File: config.mk
export PLATFORM = sky130hd
export DESIGN_NAME = spirq_top
export DESIGN_NICKNAME = d
export VERILOG_FILES = /design/src/common/spirq_pkg.sv /design/src/rtl/spirq_top.sv
export SDC_FILE = /design/constraint.sdc
export NUM_CORES = 1
export LEC_CHECK = 0
export BUFFER_PORTS_ARGS = -buffer_cell sky130_fd_sc_hd__buf_4
export CAP_MARGIN = 5
export CORE_ASPECT_RATIO = 0.5
export CORE_UTILIZATION = 52
export DETAILED_ROUTE_END_ITERATION = 16
export PLACE_DENSITY_LB_ADDON = 0.2
export SKIP_LAST_GASP = 1
export SYNTH_ARGS = -nofsm -noshare
export SYNTH_HDL_FRONTEND = slang
export SYNTH_SLANG_ARGS = --single-unit
File: constraint.sdc
create_clock -name mclk -period 3.1 [get_ports mclk]
set_input_delay 0.775 -clock mclk [delete_from_list [all_inputs] [get_ports mclk]]
set_output_delay 0.775 -clock mclk [all_outputs]
set_load 0.005 [all_outputs]
File: src/common/spirq_pkg.sv
/*
  spirq_pkg: constants shared by the serial port interrupt routing block.
  assumes a 32-bit avalon-mm word bus; all registers one aligned word each.
*/
`default_nettype none
package spirq_pkg;
  localparam int SPIRQ_NPORTS = 2;
  localparam int SPIRQ_AW = 4;
  localparam int SPIRQ_DW = 32;
  // byte addresses
  localparam logic [SPIRQ_AW-1:0] SPIRQ_OFF_IER0 = 4'h0;
  localparam logic [SPIRQ_AW-1:0] SPIRQ_OFF_MCR0 = 4'h4;
  localparam logic [SPIRQ_AW-1:0] SPIRQ_OFF_IER1 = 4'h8;
  localparam logic [SPIRQ_AW-1:0] SPIRQ_OFF_MCR1 = 4'hC;
  // irq_source_enable_reg fields
  localparam int SPIRQ_IER_RXDATA = 0;
  localparam int SPIRQ_IER_THRE = 1;
  localparam int SPIRQ_IER_RXERR = 2;
  localparam int SPIRQ_IER_MODEM = 3;
  localparam int SPIRQ_IER_W = 4;
  // modem control register fields
  localparam int SPIRQ_MCR_GATE = 3;
  localparam int SPIRQ_MCR_W = 8;
  localparam int SPIRQ_MCR_SLOT_LO = 8;
  localparam int SPIRQ_MCR_W_ALL = 10;
  // slot designation codes
  localparam logic [1:0] SPIRQ_SLOT_FIRST = 2'h0;
  localparam logic [1:0] SPIRQ_SLOT_SECOND = 2'h1;
  localparam logic [1:0] SPIRQ_SLOT_THIRD = 2'h2;
  localparam logic [1:0] SPIRQ_SLOT_FOURTH = 2'h3;
  localparam logic [1:0] SPIRQ_SLOT_RST0 = 2'h0;
  localparam logic [1:0] SPIRQ_SLOT_RST1 = 2'h1;
  localparam logic [SPIRQ_DW-1:0] SPIRQ_RD_UNMAPPED = 32'h0000_0000;
endpackage : spirq_pkg
`default_nettype wire

File: src/rtl/spirq_top.sv
/*
  spirq_top: interrupt request outputs of two serial ports, routed onto two
  host lines by slot designation, gated by source enables and modem gate bit.
  assumes uart cores deliver source levels that stay high until serviced.
*/
// Summary of operation
// - both interrupt lines are active high; high means an interrupt is pending
// - second or fourth slot uses line a; first or third uses line b
// - line asserts only with source enabled and modem gate bit set
// - sources: receiver error, rx data, tx holding empty, modem status change
// - line drops after service, after source disable, or on master reset
// - line floats (output enable low) while every port routed to it has its gate bit zero
// - master reset is active high and restores register defaults
`default_nettype none
module spirq_top
  import spirq_pkg::*;
#(
  parameter int NPORTS = spirq_pkg::SPIRQ_NPORTS
) (
  input wire logic mclk,
  input wire logic reset,
  input wire logic [spirq_pkg::SPIRQ_AW-1:0] avs_address,
  input wire logic avs_read,
  input wire logic avs_write,
  input wire logic [spirq_pkg::SPIRQ_DW-1:0] avs_writedata,
  input wire logic [3:0] avs_byteenable,
  output logic [spirq_pkg::SPIRQ_DW-1:0] avs_readdata,
  output logic avs_waitrequest,
  input wire logic [1:0] src_rx_error,
  input wire logic [1:0] src_rx_data,
  input wire logic [1:0] src_thr_empty,
  input wire logic [1:0] src_modem_change,
  output logic serial_irq_line_a,
  output logic serial_irq_line_a_oe,
  output logic serial_irq_line_b,
  output logic serial_irq_line_b_oe
);
  import spirq_pkg::*;

  // the routing and register map are laid out for exactly two ports
  if (NPORTS != SPIRQ_NPORTS) begin : g_bad_nports
    $error("spirq_top serves exactly two ports");
  end

  logic [SPIRQ_IER_W-1:0] irq_source_enable_reg [SPIRQ_NPORTS];
  logic [SPIRQ_MCR_W-1:0] mcr_reg [SPIRQ_NPORTS];
  logic [1:0] slot_reg [SPIRQ_NPORTS];
  logic [SPIRQ_NPORTS-1:0] req_reg;
  logic [SPIRQ_NPORTS-1:0] gate;
  logic [SPIRQ_NPORTS-1:0] to_a;
  logic ack_reg;
  logic [SPIRQ_DW-1:0] rdata_next;
  logic a_next;
  logic b_next;
  logic a_oe_next;
  logic b_oe_next;
  logic line_a_reg;
  logic line_b_reg;
  logic line_a_oe_reg;
  logic line_b_oe_reg;

  wire logic access = avs_read | avs_write;
  // one wait state per access keeps read data registered
  assign avs_waitrequest = access & ~ack_reg;

  always_ff @(posedge mclk) begin
    if (reset) begin
      ack_reg <= 1'b0;
    end else begin
      ack_reg <= access & ~ack_reg;
    end
  end

  wire logic wr_take = avs_write & ack_reg & avs_byteenable[0];

  genvar p;
  generate
    for (p = 0; p < SPIRQ_NPORTS; p++) begin : g_port
      localparam logic [SPIRQ_AW-1:0] IER_OFF = (p == 0) ? SPIRQ_OFF_IER0 : SPIRQ_OFF_IER1;
      localparam logic [SPIRQ_AW-1:0] MCR_OFF = (p == 0) ? SPIRQ_OFF_MCR0 : SPIRQ_OFF_MCR1;
      localparam logic [1:0] SLOT_RST = (p == 0) ? SPIRQ_SLOT_RST0 : SPIRQ_SLOT_RST1;
      logic [SPIRQ_IER_W-1:0] pend;

      always_ff @(posedge mclk) begin
        if (reset) begin
          irq_source_enable_reg[p] <= '0;
        end else if (wr_take && avs_address == IER_OFF) begin
          irq_source_enable_reg[p] <= avs_writedata[SPIRQ_IER_W-1:0];
        end
      end

      always_ff @(posedge mclk) begin
        if (reset) begin
          mcr_reg[p] <= '0;
          slot_reg[p] <= SLOT_RST;
        end else if (wr_take && avs_address == MCR_OFF) begin
          mcr_reg[p] <= avs_writedata[SPIRQ_MCR_W-1:0];
          if (avs_byteenable[1]) begin
            slot_reg[p] <= avs_writedata[SPIRQ_MCR_W_ALL-1:SPIRQ_MCR_SLOT_LO];
          end
        end
      end

      always_comb begin
        pend = '0;
        pend[SPIRQ_IER_RXDATA] = src_rx_data[p];
        pend[SPIRQ_IER_THRE] = src_thr_empty[p];
        pend[SPIRQ_IER_RXERR] = src_rx_error[p];
        pend[SPIRQ_IER_MODEM] = src_modem_change[p];
      end

      assign gate[p] = mcr_reg[p][SPIRQ_MCR_GATE];
      // level request: holds while the gate bit is set and any enabled source pends, drops once serviced
      assign req_reg[p] = gate[p] & (|(pend & irq_source_enable_reg[p]));
      assign to_a[p] = (slot_reg[p] == SPIRQ_SLOT_SECOND) ||
                       (slot_reg[p] == SPIRQ_SLOT_FOURTH);
    end
  endgenerate

  always_comb begin
    a_next = 1'b0;
    b_next = 1'b0;
    a_oe_next = 1'b0;
    b_oe_next = 1'b0;
    for (int i = 0; i < SPIRQ_NPORTS; i++) begin
      // a gated-off port leaves its line floating for the other port
      if (to_a[i]) begin
        a_next = a_next | req_reg[i];
        a_oe_next = a_oe_next | gate[i];
      end else begin
        b_next = b_next | req_reg[i];
        b_oe_next = b_oe_next | gate[i];
      end
    end
  end

  always_ff @(posedge mclk) begin
    if (reset) begin
      line_a_reg <= 1'b0;
      line_b_reg <= 1'b0;
      line_a_oe_reg <= 1'b0;
      line_b_oe_reg <= 1'b0;
    end else begin
      line_a_reg <= a_next;
      line_b_reg <= b_next;
      line_a_oe_reg <= a_oe_next;
      line_b_oe_reg <= b_oe_next;
    end
  end

  assign serial_irq_line_a = line_a_reg;
  assign serial_irq_line_b = line_b_reg;
  assign serial_irq_line_a_oe = line_a_oe_reg;
  assign serial_irq_line_b_oe = line_b_oe_reg;

  always_comb begin
    rdata_next = SPIRQ_RD_UNMAPPED;
    unique case (avs_address)
      SPIRQ_OFF_IER0: rdata_next[SPIRQ_IER_W-1:0] = irq_source_enable_reg[0];
      SPIRQ_OFF_IER1: rdata_next[SPIRQ_IER_W-1:0] = irq_source_enable_reg[1];
      SPIRQ_OFF_MCR0: rdata_next[SPIRQ_MCR_W_ALL-1:0] = {slot_reg[0], mcr_reg[0]};
      SPIRQ_OFF_MCR1: rdata_next[SPIRQ_MCR_W_ALL-1:0] = {slot_reg[1], mcr_reg[1]};
      default: rdata_next = SPIRQ_RD_UNMAPPED;
    endcase
  end

  always_ff @(posedge mclk) begin
    if (reset) begin
      avs_readdata <= '0;
    end else if (avs_read && !ack_reg) begin
      avs_readdata <= rdata_next;
    end
  end
endmodule : spirq_top
`default_nettype wire

After elaboration in Yosys (flattened, before gate mapping)
Memories as Yosys holds them, arrays and structs flattened.
Cells that the tools add are included.
W data, S select, Z words.
Operators by class
  eq/ne operators: 7
  muxes and demuxes: 37
  bitwise gates (word level): 19
  reductions and logical operators: 11
Operator list (number)
  $mux W1: 29
  $mux W8: 2
  $pmux W4 S4: 1
  $pmux W6 S2: 1
  $or A1 B1 Y1: 11
  $and A4 B4 Y4: 2
  $eq A4 B4 Y1 const B: 2
  $mux W4: 2
  $reduce_or A4 Y1: 2
  $and A1 B1 Y1: 5
  $logic_and A1 B1 Y1: 5
  $eq A2 B1 Y1 const B: 2
  $eq A2 B2 Y1 const B: 2
  $eq A4 B3 Y1 const B: 1
  $logic_not A4 Y1: 1
  $mux W2: 2
  $logic_or A1 B1 Y1: 2
  $logic_not A1 Y1: 1
  $not A1 Y1: 1
Word-level totals
  flip-flop bits (word level): 15
  RAM bits: 28
  bits of input ports: 52
  output and inout port bits: 37
  word-level logic and storage cells: 83
  memories kept: 3
Memory list
  mcr_reg: depth 2, width 8, rd ports 2, clocked after memory_dff 0, wr ports 2, RTL line spirq_top.sv:46  | logic [SPIRQ_MCR_W-1:0] mcr_reg [SPIRQ_NPORTS];
  irq_source_enable_reg: depth 2, width 4, rd ports 2, clocked after memory_dff 0, wr ports 2, RTL line spirq_top.sv:45  | logic [SPIRQ_IER_W-1:0] irq_source_enable_reg [SPIRQ_NPORTS];
  slot_reg: depth 2, width 2, rd ports 2, clocked after memory_dff 0, wr ports 2, RTL line spirq_top.sv:47  | logic [1:0] slot_reg [SPIRQ_NPORTS];

Longest topological paths before layout
Gate-level depths: netlist of the first run.
  depth after elaboration: 7
  gate-level depth with buffers: 5
  mapped depth without buffers: 3

Least setup slack after synthesis of the first run
No wires, ideal clock.
  kind: input -> register
  start: input port avs_address[0] (netlist name)
  end: memory irq_source_enable_reg[1][0], enable pin
  library setup time: 0.338 ns
  data arrival time: 1.784 ns
  required time: 2.762 ns
  slack: 0.979 ns
  stages on the path: 4
  path buffers: 1
  cell sequence: nand4bb_2 -> or3_1 -> buf_2 -> o21bai_1
RTL lines
  start, declared: RTL line spirq_top.sv:22  | input wire logic [spirq_pkg::SPIRQ_AW-1:0] avs_address,
  end, declared: RTL line spirq_top.sv:45

==> flow_summary_export.csv, run 1 <==
group,metric,value,unit
grt,grt_pass1_wl,6.04,mm
critical_path,cp-start-kind,"input pin",
grt,antenna_found_initial,0,
floorplan,start_util,55.1,%
placement,place_congestion,0.852,
timing,final.period_utilization,71.5,%
timing,hold_violations,0,
placement,dpl_cell_area,2440,um^2
critical_path,rr_endpoint,"mcr_reg[0][7]",
power_and_ir_drop,internal_power,0.00100,W
timing,setup_viol_count_final,0,
final_layout,design_area,2580,um^2
power_and_ir_drop,p_leak,0.995,nW
grt,grt_pass1_vias,1226,
synthesis,synth-seq-area-share,52.2,%
final_layout,largest_reg_flops,16,
clock_tree,cts_setup_buffers,0,
placement,hpwl,2.92,mm
routing,route.detailed.drc,0,
final_layout,drive_gt1_share,36.7,%
clock_tree,cts_max_level,2,
routing,firstDrtPassIters,4,
routing,avgViaCountPerCell,5.25,
grt,grt_overflow,0,
synthesis,ys_types,39,
critical_path,slowest_stage,"or4_4",
timing,finalSetupTns,0,ps
synthesis,synth_top_area_share,38.5,%
power_and_ir_drop,p_switching,0.000266,W
timing,rsz0062_at_grt,"no",
timing,fmax,451,MHz
hold_path,worst_hold_startpoint,"avs_readdata[8]",
synthesis,postSynthAreaPerCell,12.1,um^2
status,status,"complete, no violations",
power_and_ir_drop,powerDensity,491,nW/um^2
synthesis,syn_area,2190,um^2
timing,maxSlewViolCount,0,
clock_tree,insertion_delay,300,ps
grt,gr-usage-all-layers,19.2,%
routing,ant_nets,0,
clock_tree,cts_sinks,43,
power_and_ir_drop,pwr-share-comb,9.0,%
routing,vias,1444,
critical_path,ff2ff_setup_slack,1130,ps
power_and_ir_drop,switching_share,21.0,%
flow_run,drv_cap,0,
synthesis,synth_area_leaders,"edfxtp_1, dfxtp_1, buf_4",
critical_path,crit_path_max_incr_delay,590,ps
routing,drt_first_iter_violations,77,
grt,grt_max_degree,37,
timing,fin_crit,2220,ps
clock_tree,cts_resized,0,
power_and_ir_drop,pwr-share-seq,50.0,%
critical_path,critPathMaxFanout,11,
floorplan,die_h,47.8,um
power_and_ir_drop,vdd_ir_drop_max,240,uV
power_and_ir_drop,clkPwrFrac,41.0,%
floorplan,die_w,93.7,um
final_layout,final_nets,272,
clock_tree,clockBufferDepth,2,
routing,wl_per_cell,14.9,um
synthesis,synth_cells,181,
synthesis,ys_warn_count,0,
hold_path,worstHoldPathType,"reg -> reg",
clock_tree,clockRootBuffer,"clkbuf_8",
critical_path,crit_required,3050,ps
critical_path,crit_path_end_kind,"flip-flop",
critical_path,r2r_cells,3,
routing,drt-total-wl,4.10,mm
final_layout,fillers,324,
hold_path,hold_path_end,"avs_readdata[8]",
final_layout,syn_to_final_growth,17.9,%
critical_path,path_cells,"buf_4 > nand4bb_2 > or4_4 > nand2b_1",
hold_path,min_path_cells,2,
final_layout,antenna_cells,0,
critical_path,reg2reg_from,"ack_reg",
critical_path,cp.arrival,2170,ps
critical_path,path_class,"in -> reg",
clock_tree,postCtsHoldBufs,0,
synthesis,ys_ff_latch,43,
timing,tightest_slew,943,ps
timing,relSlewSlack,36.2,%
clock_tree,path_clk_slew,80,ps
clock_tree,cts_buffers,5,
clock_tree,cts_tree,"yes",
floorplan,core,3960,um^2
floorplan,rows,16,
timing,skew,5.30,ps
synthesis,yosys.area.top_type,"edfxtp_1",
floorplan,pin_count,89,
placement,port_buffers,42,
floorplan,dieArea,4480,um^2
==> worst max-delay path, delay by kind of cell <==
| family | cells | cell delay [ps] |
|---|---|---|
| simple gates | 3 | 1280 |
| buf+inv | 1 | 120 |
==> final cells by class <==
class                           instances  area (um^2)  area share, %
Sequential cell                        43         1140           44.3
Multi-Input combinational cell        124          897           34.8
Timing Repair Buffer                   43          323           12.5
Clock buffer                            5         68.8           2.67
Clock inverter                          3         67.6           2.62
Tap cell                               54         67.6           2.62
Inverter                                3         11.3          0.437
==> cell families (layout without fill, tap and decap cells) <==
group,Yosys count,after routing,synth area share (%)
compound gates,26,26,8.13
buf+inv,35,54,10.4
flops,43,43,52.2
mux,10,10,7.21
other cells,1,22,0.172
simple gates,66,66,21.9
==> placed cells by master (no fill, tap or decap), types with 3 or more instances in the layout <==
| cell | count |
|---|---|
| buf_4 | 43 |
| edfxtp_1 | 28 |
| conb_1 | 22 |
| dfxtp_1 | 15 |
| and2_1 | 12 |
| nor2_1 | 9 |
| a21oi_1 | 8 |
| nand2_1 | 8 |
| nor3b_2 | 8 |
| mux2_2 | 6 |
| nand3_1 | 6 |
| a22oi_1 | 5 |
| clkbuf_8 | 5 |
| a22o_1 | 4 |
| nor4b_2 | 4 |
| mux4_2 | 4 |
| nand2b_1 | 3 |
| nor2b_1 | 3 |
==> power groups by stage <==
stage	sequential (W)	clock, W	combinational (W)
4_1_cts	0.000633	0.000524	0.000114
2_1_floorplan	0.000644	0	0.0000855
3_5_place_dp	0.000646	0	0.000113
3_3_place_gp	0.000645	0	0.000112
6_report	0.000633	0.000519	0.000114
5_1_grt	0.000635	0.000548	0.000125
==> how the worst max path moves through the flow <==
stage / from / to / slack (ps) / cells past startpoint
2_1_floorplan: avs_address[0] / irq_source_enable_reg[1][0] / 980 / 4
3_3_place_gp: avs_address[0] / mcr_reg[0][1] / 570 / 4
3_5_place_dp: avs_address[0] / mcr_reg[0][1] / 570 / 4
4_1_cts: avs_address[0] / mcr_reg[0][7] / 890 / 4
5_1_grt: avs_address[0] / irq_source_enable_reg[1][0] / 820 / 4
6_report: avs_address[0] / mcr_reg[0][7] / 880 / 4
==> Yosys cell counts <==
master / count
nor4_1: 1
inv_1: 2
nor4b_2: 4
o21ai_0: 2
nor3b_2: 8
mux2_2: 6
nand3_1: 6
and3_1: 1
edfxtp_1: 28
nor2_1: 9
buf_4: 22
o211ai_1: 2
nand2_1: 8
buf_1: 4
nor3_1: 2
nor2b_1: 3
a31o_2: 2
nand3b_1: 1
nor4b_1: 1
or4_4: 1
buf_2: 4
a22oi_1: 5
buf_6: 1
o21bai_1: 2
or3_1: 1
mux4_2: 4
dfxtp_1: 15
conb_1: 1
a21o_1: 1
clkbuf_1: 1
inv_2: 1
nor4_2: 1
nand2b_1: 3
and2_1: 12
nor3_2: 2
a22o_1: 4
a21oi_1: 8
nor3b_1: 1
nand4bb_2: 1
==> through the flow <==
stage	worst slack (ps)	util (%)	hold slack (ps)	cells	power (W)
after floorplan	979	-	448	202	0.000729
after global placement	574	61.6	442	267	0.000758
after detailed placement	574	61.6	450	267	0.000760
after CTS	890	65.0	460	275	0.00127
after global routing	825	65.0	492	275	0.00131
final	883	65.0	457	275	0.00127
==> routing by layer <==
metal,share of wire (%),GRT usage (%),vias to the layer above
li1,-,-,692
met1,47,23.8,682
met2,45,31.5,58
met3,6.7,5.56,12
met4,2.0,10.8,0
met5,0,0,-
Note: power is estimated with default switching activity, not from simulation.
==> inputs of run 2 (changes only) <==
--- a/config.mk
+++ b/config.mk
@@ -8,7 +8,7 @@
 export BUFFER_PORTS_ARGS = -buffer_cell sky130_fd_sc_hd__buf_4
 export CAP_MARGIN = 5
 export CORE_ASPECT_RATIO = 0.5
-export CORE_UTILIZATION = 52
+export CORE_UTILIZATION = 48
 export DETAILED_ROUTE_END_ITERATION = 16
 export PLACE_DENSITY_LB_ADDON = 0.2
 export SKIP_LAST_GASP = 1
==> constraint.sdc (replaced) <==
create_clock -name mclk -period 2.1 [get_ports mclk]
set_input_delay 0.525 -clock mclk [delete_from_list [all_inputs] [get_ports mclk]]
set_output_delay 0.525 -clock mclk [all_outputs]
set_load 0.005 [all_outputs]
==> flow_summary_export.csv, run 2 (synthesis results as in run 1) <==
group,metric,value,unit
status,status,"complete, no violations",
clock_tree,cts_resized,0,
timing,tightest_slew,636,ps
final_layout,antenna_cells,0,
critical_path,crit_start,"avs_address[0]",
clock_tree,cts_max_level,2,
floorplan,dieArea,4840,um^2
critical_path,r2r_cells,4,
critical_path,path_class,"in -> reg",
critical_path,crit_required,2110,ps
grt,grt_pass1_vias,1455,
power_and_ir_drop,pwr-share-comb,10.4,%
final_layout,mostFrequentLayoutCell,"buf_4",
final_layout,largest_reg_flops,16,
hold_path,worstHoldPathType,"reg -> reg",
critical_path,path_cells,"buf_4 > nand4bb_2 > or4_4 > nand2b_1 > buf_4",
grt,grt_pass1_wl,6.94,mm
critical_path,reg2reg_from,"ack_reg",
critical_path,endpoint,"mcr_reg[0][0]",
timing,fmax,597,MHz
flow_run,drv_cap,0,
timing,hold_ws,457,ps
final_layout,drive_gt1_share,39.9,%
routing,route.detailed.drc,0,
floorplan,start_util,53.0,%
critical_path,critPathMaxFanout,5,
timing,maxSlewViolCount,0,
timing,fin_crit,1670,ps
power_and_ir_drop,powerDensity,659,nW/um^2
final_layout,final_cell_mix,"buf_4, edfxtp_1, conb_1",
power_and_ir_drop,p_leak,1.05,nW
critical_path,cp.arrival,1690,ps
grt,antenna_found_initial,0,
critical_path,path_depth,5,
critical_path,worst-path-buf-inv,2,
floorplan,die_h,49.7,um
routing,drt_first_iter_violations,91,
floorplan,pin_count,89,
power_and_ir_drop,vdd_ir_drop_max,270,uV
critical_path,critPathTopFamily,"simple AND/OR/NAND/NOR gates",
routing,firstDrtPassIters,4,
timing,finalSetupTns,0,ps
power_and_ir_drop,clkPwrFrac,35.9,%
timing,relSlewSlack,57.2,%
timing,final.period_utilization,79.7,%
critical_path,ff2ff_setup_slack,450,ps
clock_tree,cts_buffers,5,
timing,hold_violations,0,
critical_path,cpMostUsedCell,"buf_4",
grt,gr-usage-all-layers,19.2,%
critical_path,cp-start-kind,"input pin",
critical_path,slowest_stage,"or4_4",
placement,port_buffers,42,
routing,drt-total-wl,4.28,mm
floorplan,core,4120,um^2
routing,vias,1479,
floorplan,die_w,97.4,um
routing,ant_nets,0,
power_and_ir_drop,pwr-share-seq,53.7,%
critical_path,rr_endpoint,"mcr_reg[0][0]",
clock_tree,postCtsHoldBufs,0,
final_layout,seqCellArea,1140,um^2
critical_path,crit_path_max_incr_delay,450,ps
placement,place_congestion,0.768,
power_and_ir_drop,p_switching,0.000391,W
clock_tree,clockBufferDepth,2,
timing,skew,11.0,ps
final_layout,fillers,337,
timing,setup_viol_count_final,0,
grt,grt_max_degree,21,
clock_tree,clockRootBuffer,"clkbuf_8",
critical_path,crit_path_end_kind,"flip-flop",
final_layout,multi_input_area,897,um^2
timing,rsz0062_at_grt,"no",
power_and_ir_drop,switching_share,22.5,%
clock_tree,cts_setup_buffers,0,
clock_tree,cts_tree,"yes",
grt,grt_overflow,0,
routing,avgViaCountPerCell,5.15,
power_and_ir_drop,power.total,0.00174,W
routing,wl_per_cell,14.9,um
clock_tree,path_clk_slew,80,ps
floorplan,rows,16,
placement,hpwl,3.28,mm
final_layout,final_nets,284,
final_layout,syn_to_final_growth,20.9,%
power_and_ir_drop,internal_power,0.00135,W
clock_tree,insertion_delay,300,ps
clock_tree,cts_sinks,43,
==> run 2: worst min path at each step <==
stage,start,cells after the start,endpoint
after floorplan,avs_readdata[4],2,avs_readdata[4]
after global placement,avs_readdata[9],2,avs_readdata[9]
after detailed placement,avs_readdata[8],2,avs_readdata[8]
after CTS,avs_readdata[8],2,avs_readdata[8]
after global routing,avs_readdata[6],2,avs_readdata[6]
final,avs_readdata[4],2,avs_readdata[4]
==> run 2: cell type report <==
cell class / instances / share of cell area [%]
Multi-Input combinational cell: 124 / 33.9
Inverter: 3 / 0.426
Clock buffer: 7 / 4.07
Tap cell: 54 / 2.56
Timing Repair Buffer: 55 / 15.6
Clock inverter: 1 / 0.189
Sequential cell: 43 / 43.2
==> run 2: power by group through the flow <==
stage | combinational (W) | sequential, W | clock [W]
detailed placement | 0.000181 | 0.000955 | 0
CTS | 0.000182 | 0.000935 | 0.000633
finish | 0.000181 | 0.000935 | 0.000626
floorplan | 0.000126 | 0.000951 | 0
global route | 0.000198 | 0.000939 | 0.000668
global placement | 0.000177 | 0.000953 | 0
==> run 2: tightest hold or removal path: stages, from the launching register on <==
cell	delay, ps
dfxtp_1	310
nand2_1	50
a21oi_1	50
==> run 2: through the flow <==
| stage | cell area (um^2) | instances | worst slack, ps | utilization, % |
|---|---|---|---|---|
| global placement | 2530 | 279 | 128 | 61.3 |
| detailed placement | 2530 | 279 | 120 | 61.3 |
| finish | 2640 | 287 | 426 | 64.1 |
| global route | 2640 | 287 | 341 | 64.1 |
| CTS | 2640 | 287 | 433 | 64.1 |
| floorplan | 2260 | 202 | 229 | - |
==> run 2: metal layers <==
metal	up-vias	share of wire, %	global-route usage, %
met5	-	0	0
met4	0	1.9	8.09
met3	9	8.2	6.24
met2	69	45	30.2
met1	686	45	24.8
li1	715	-	-
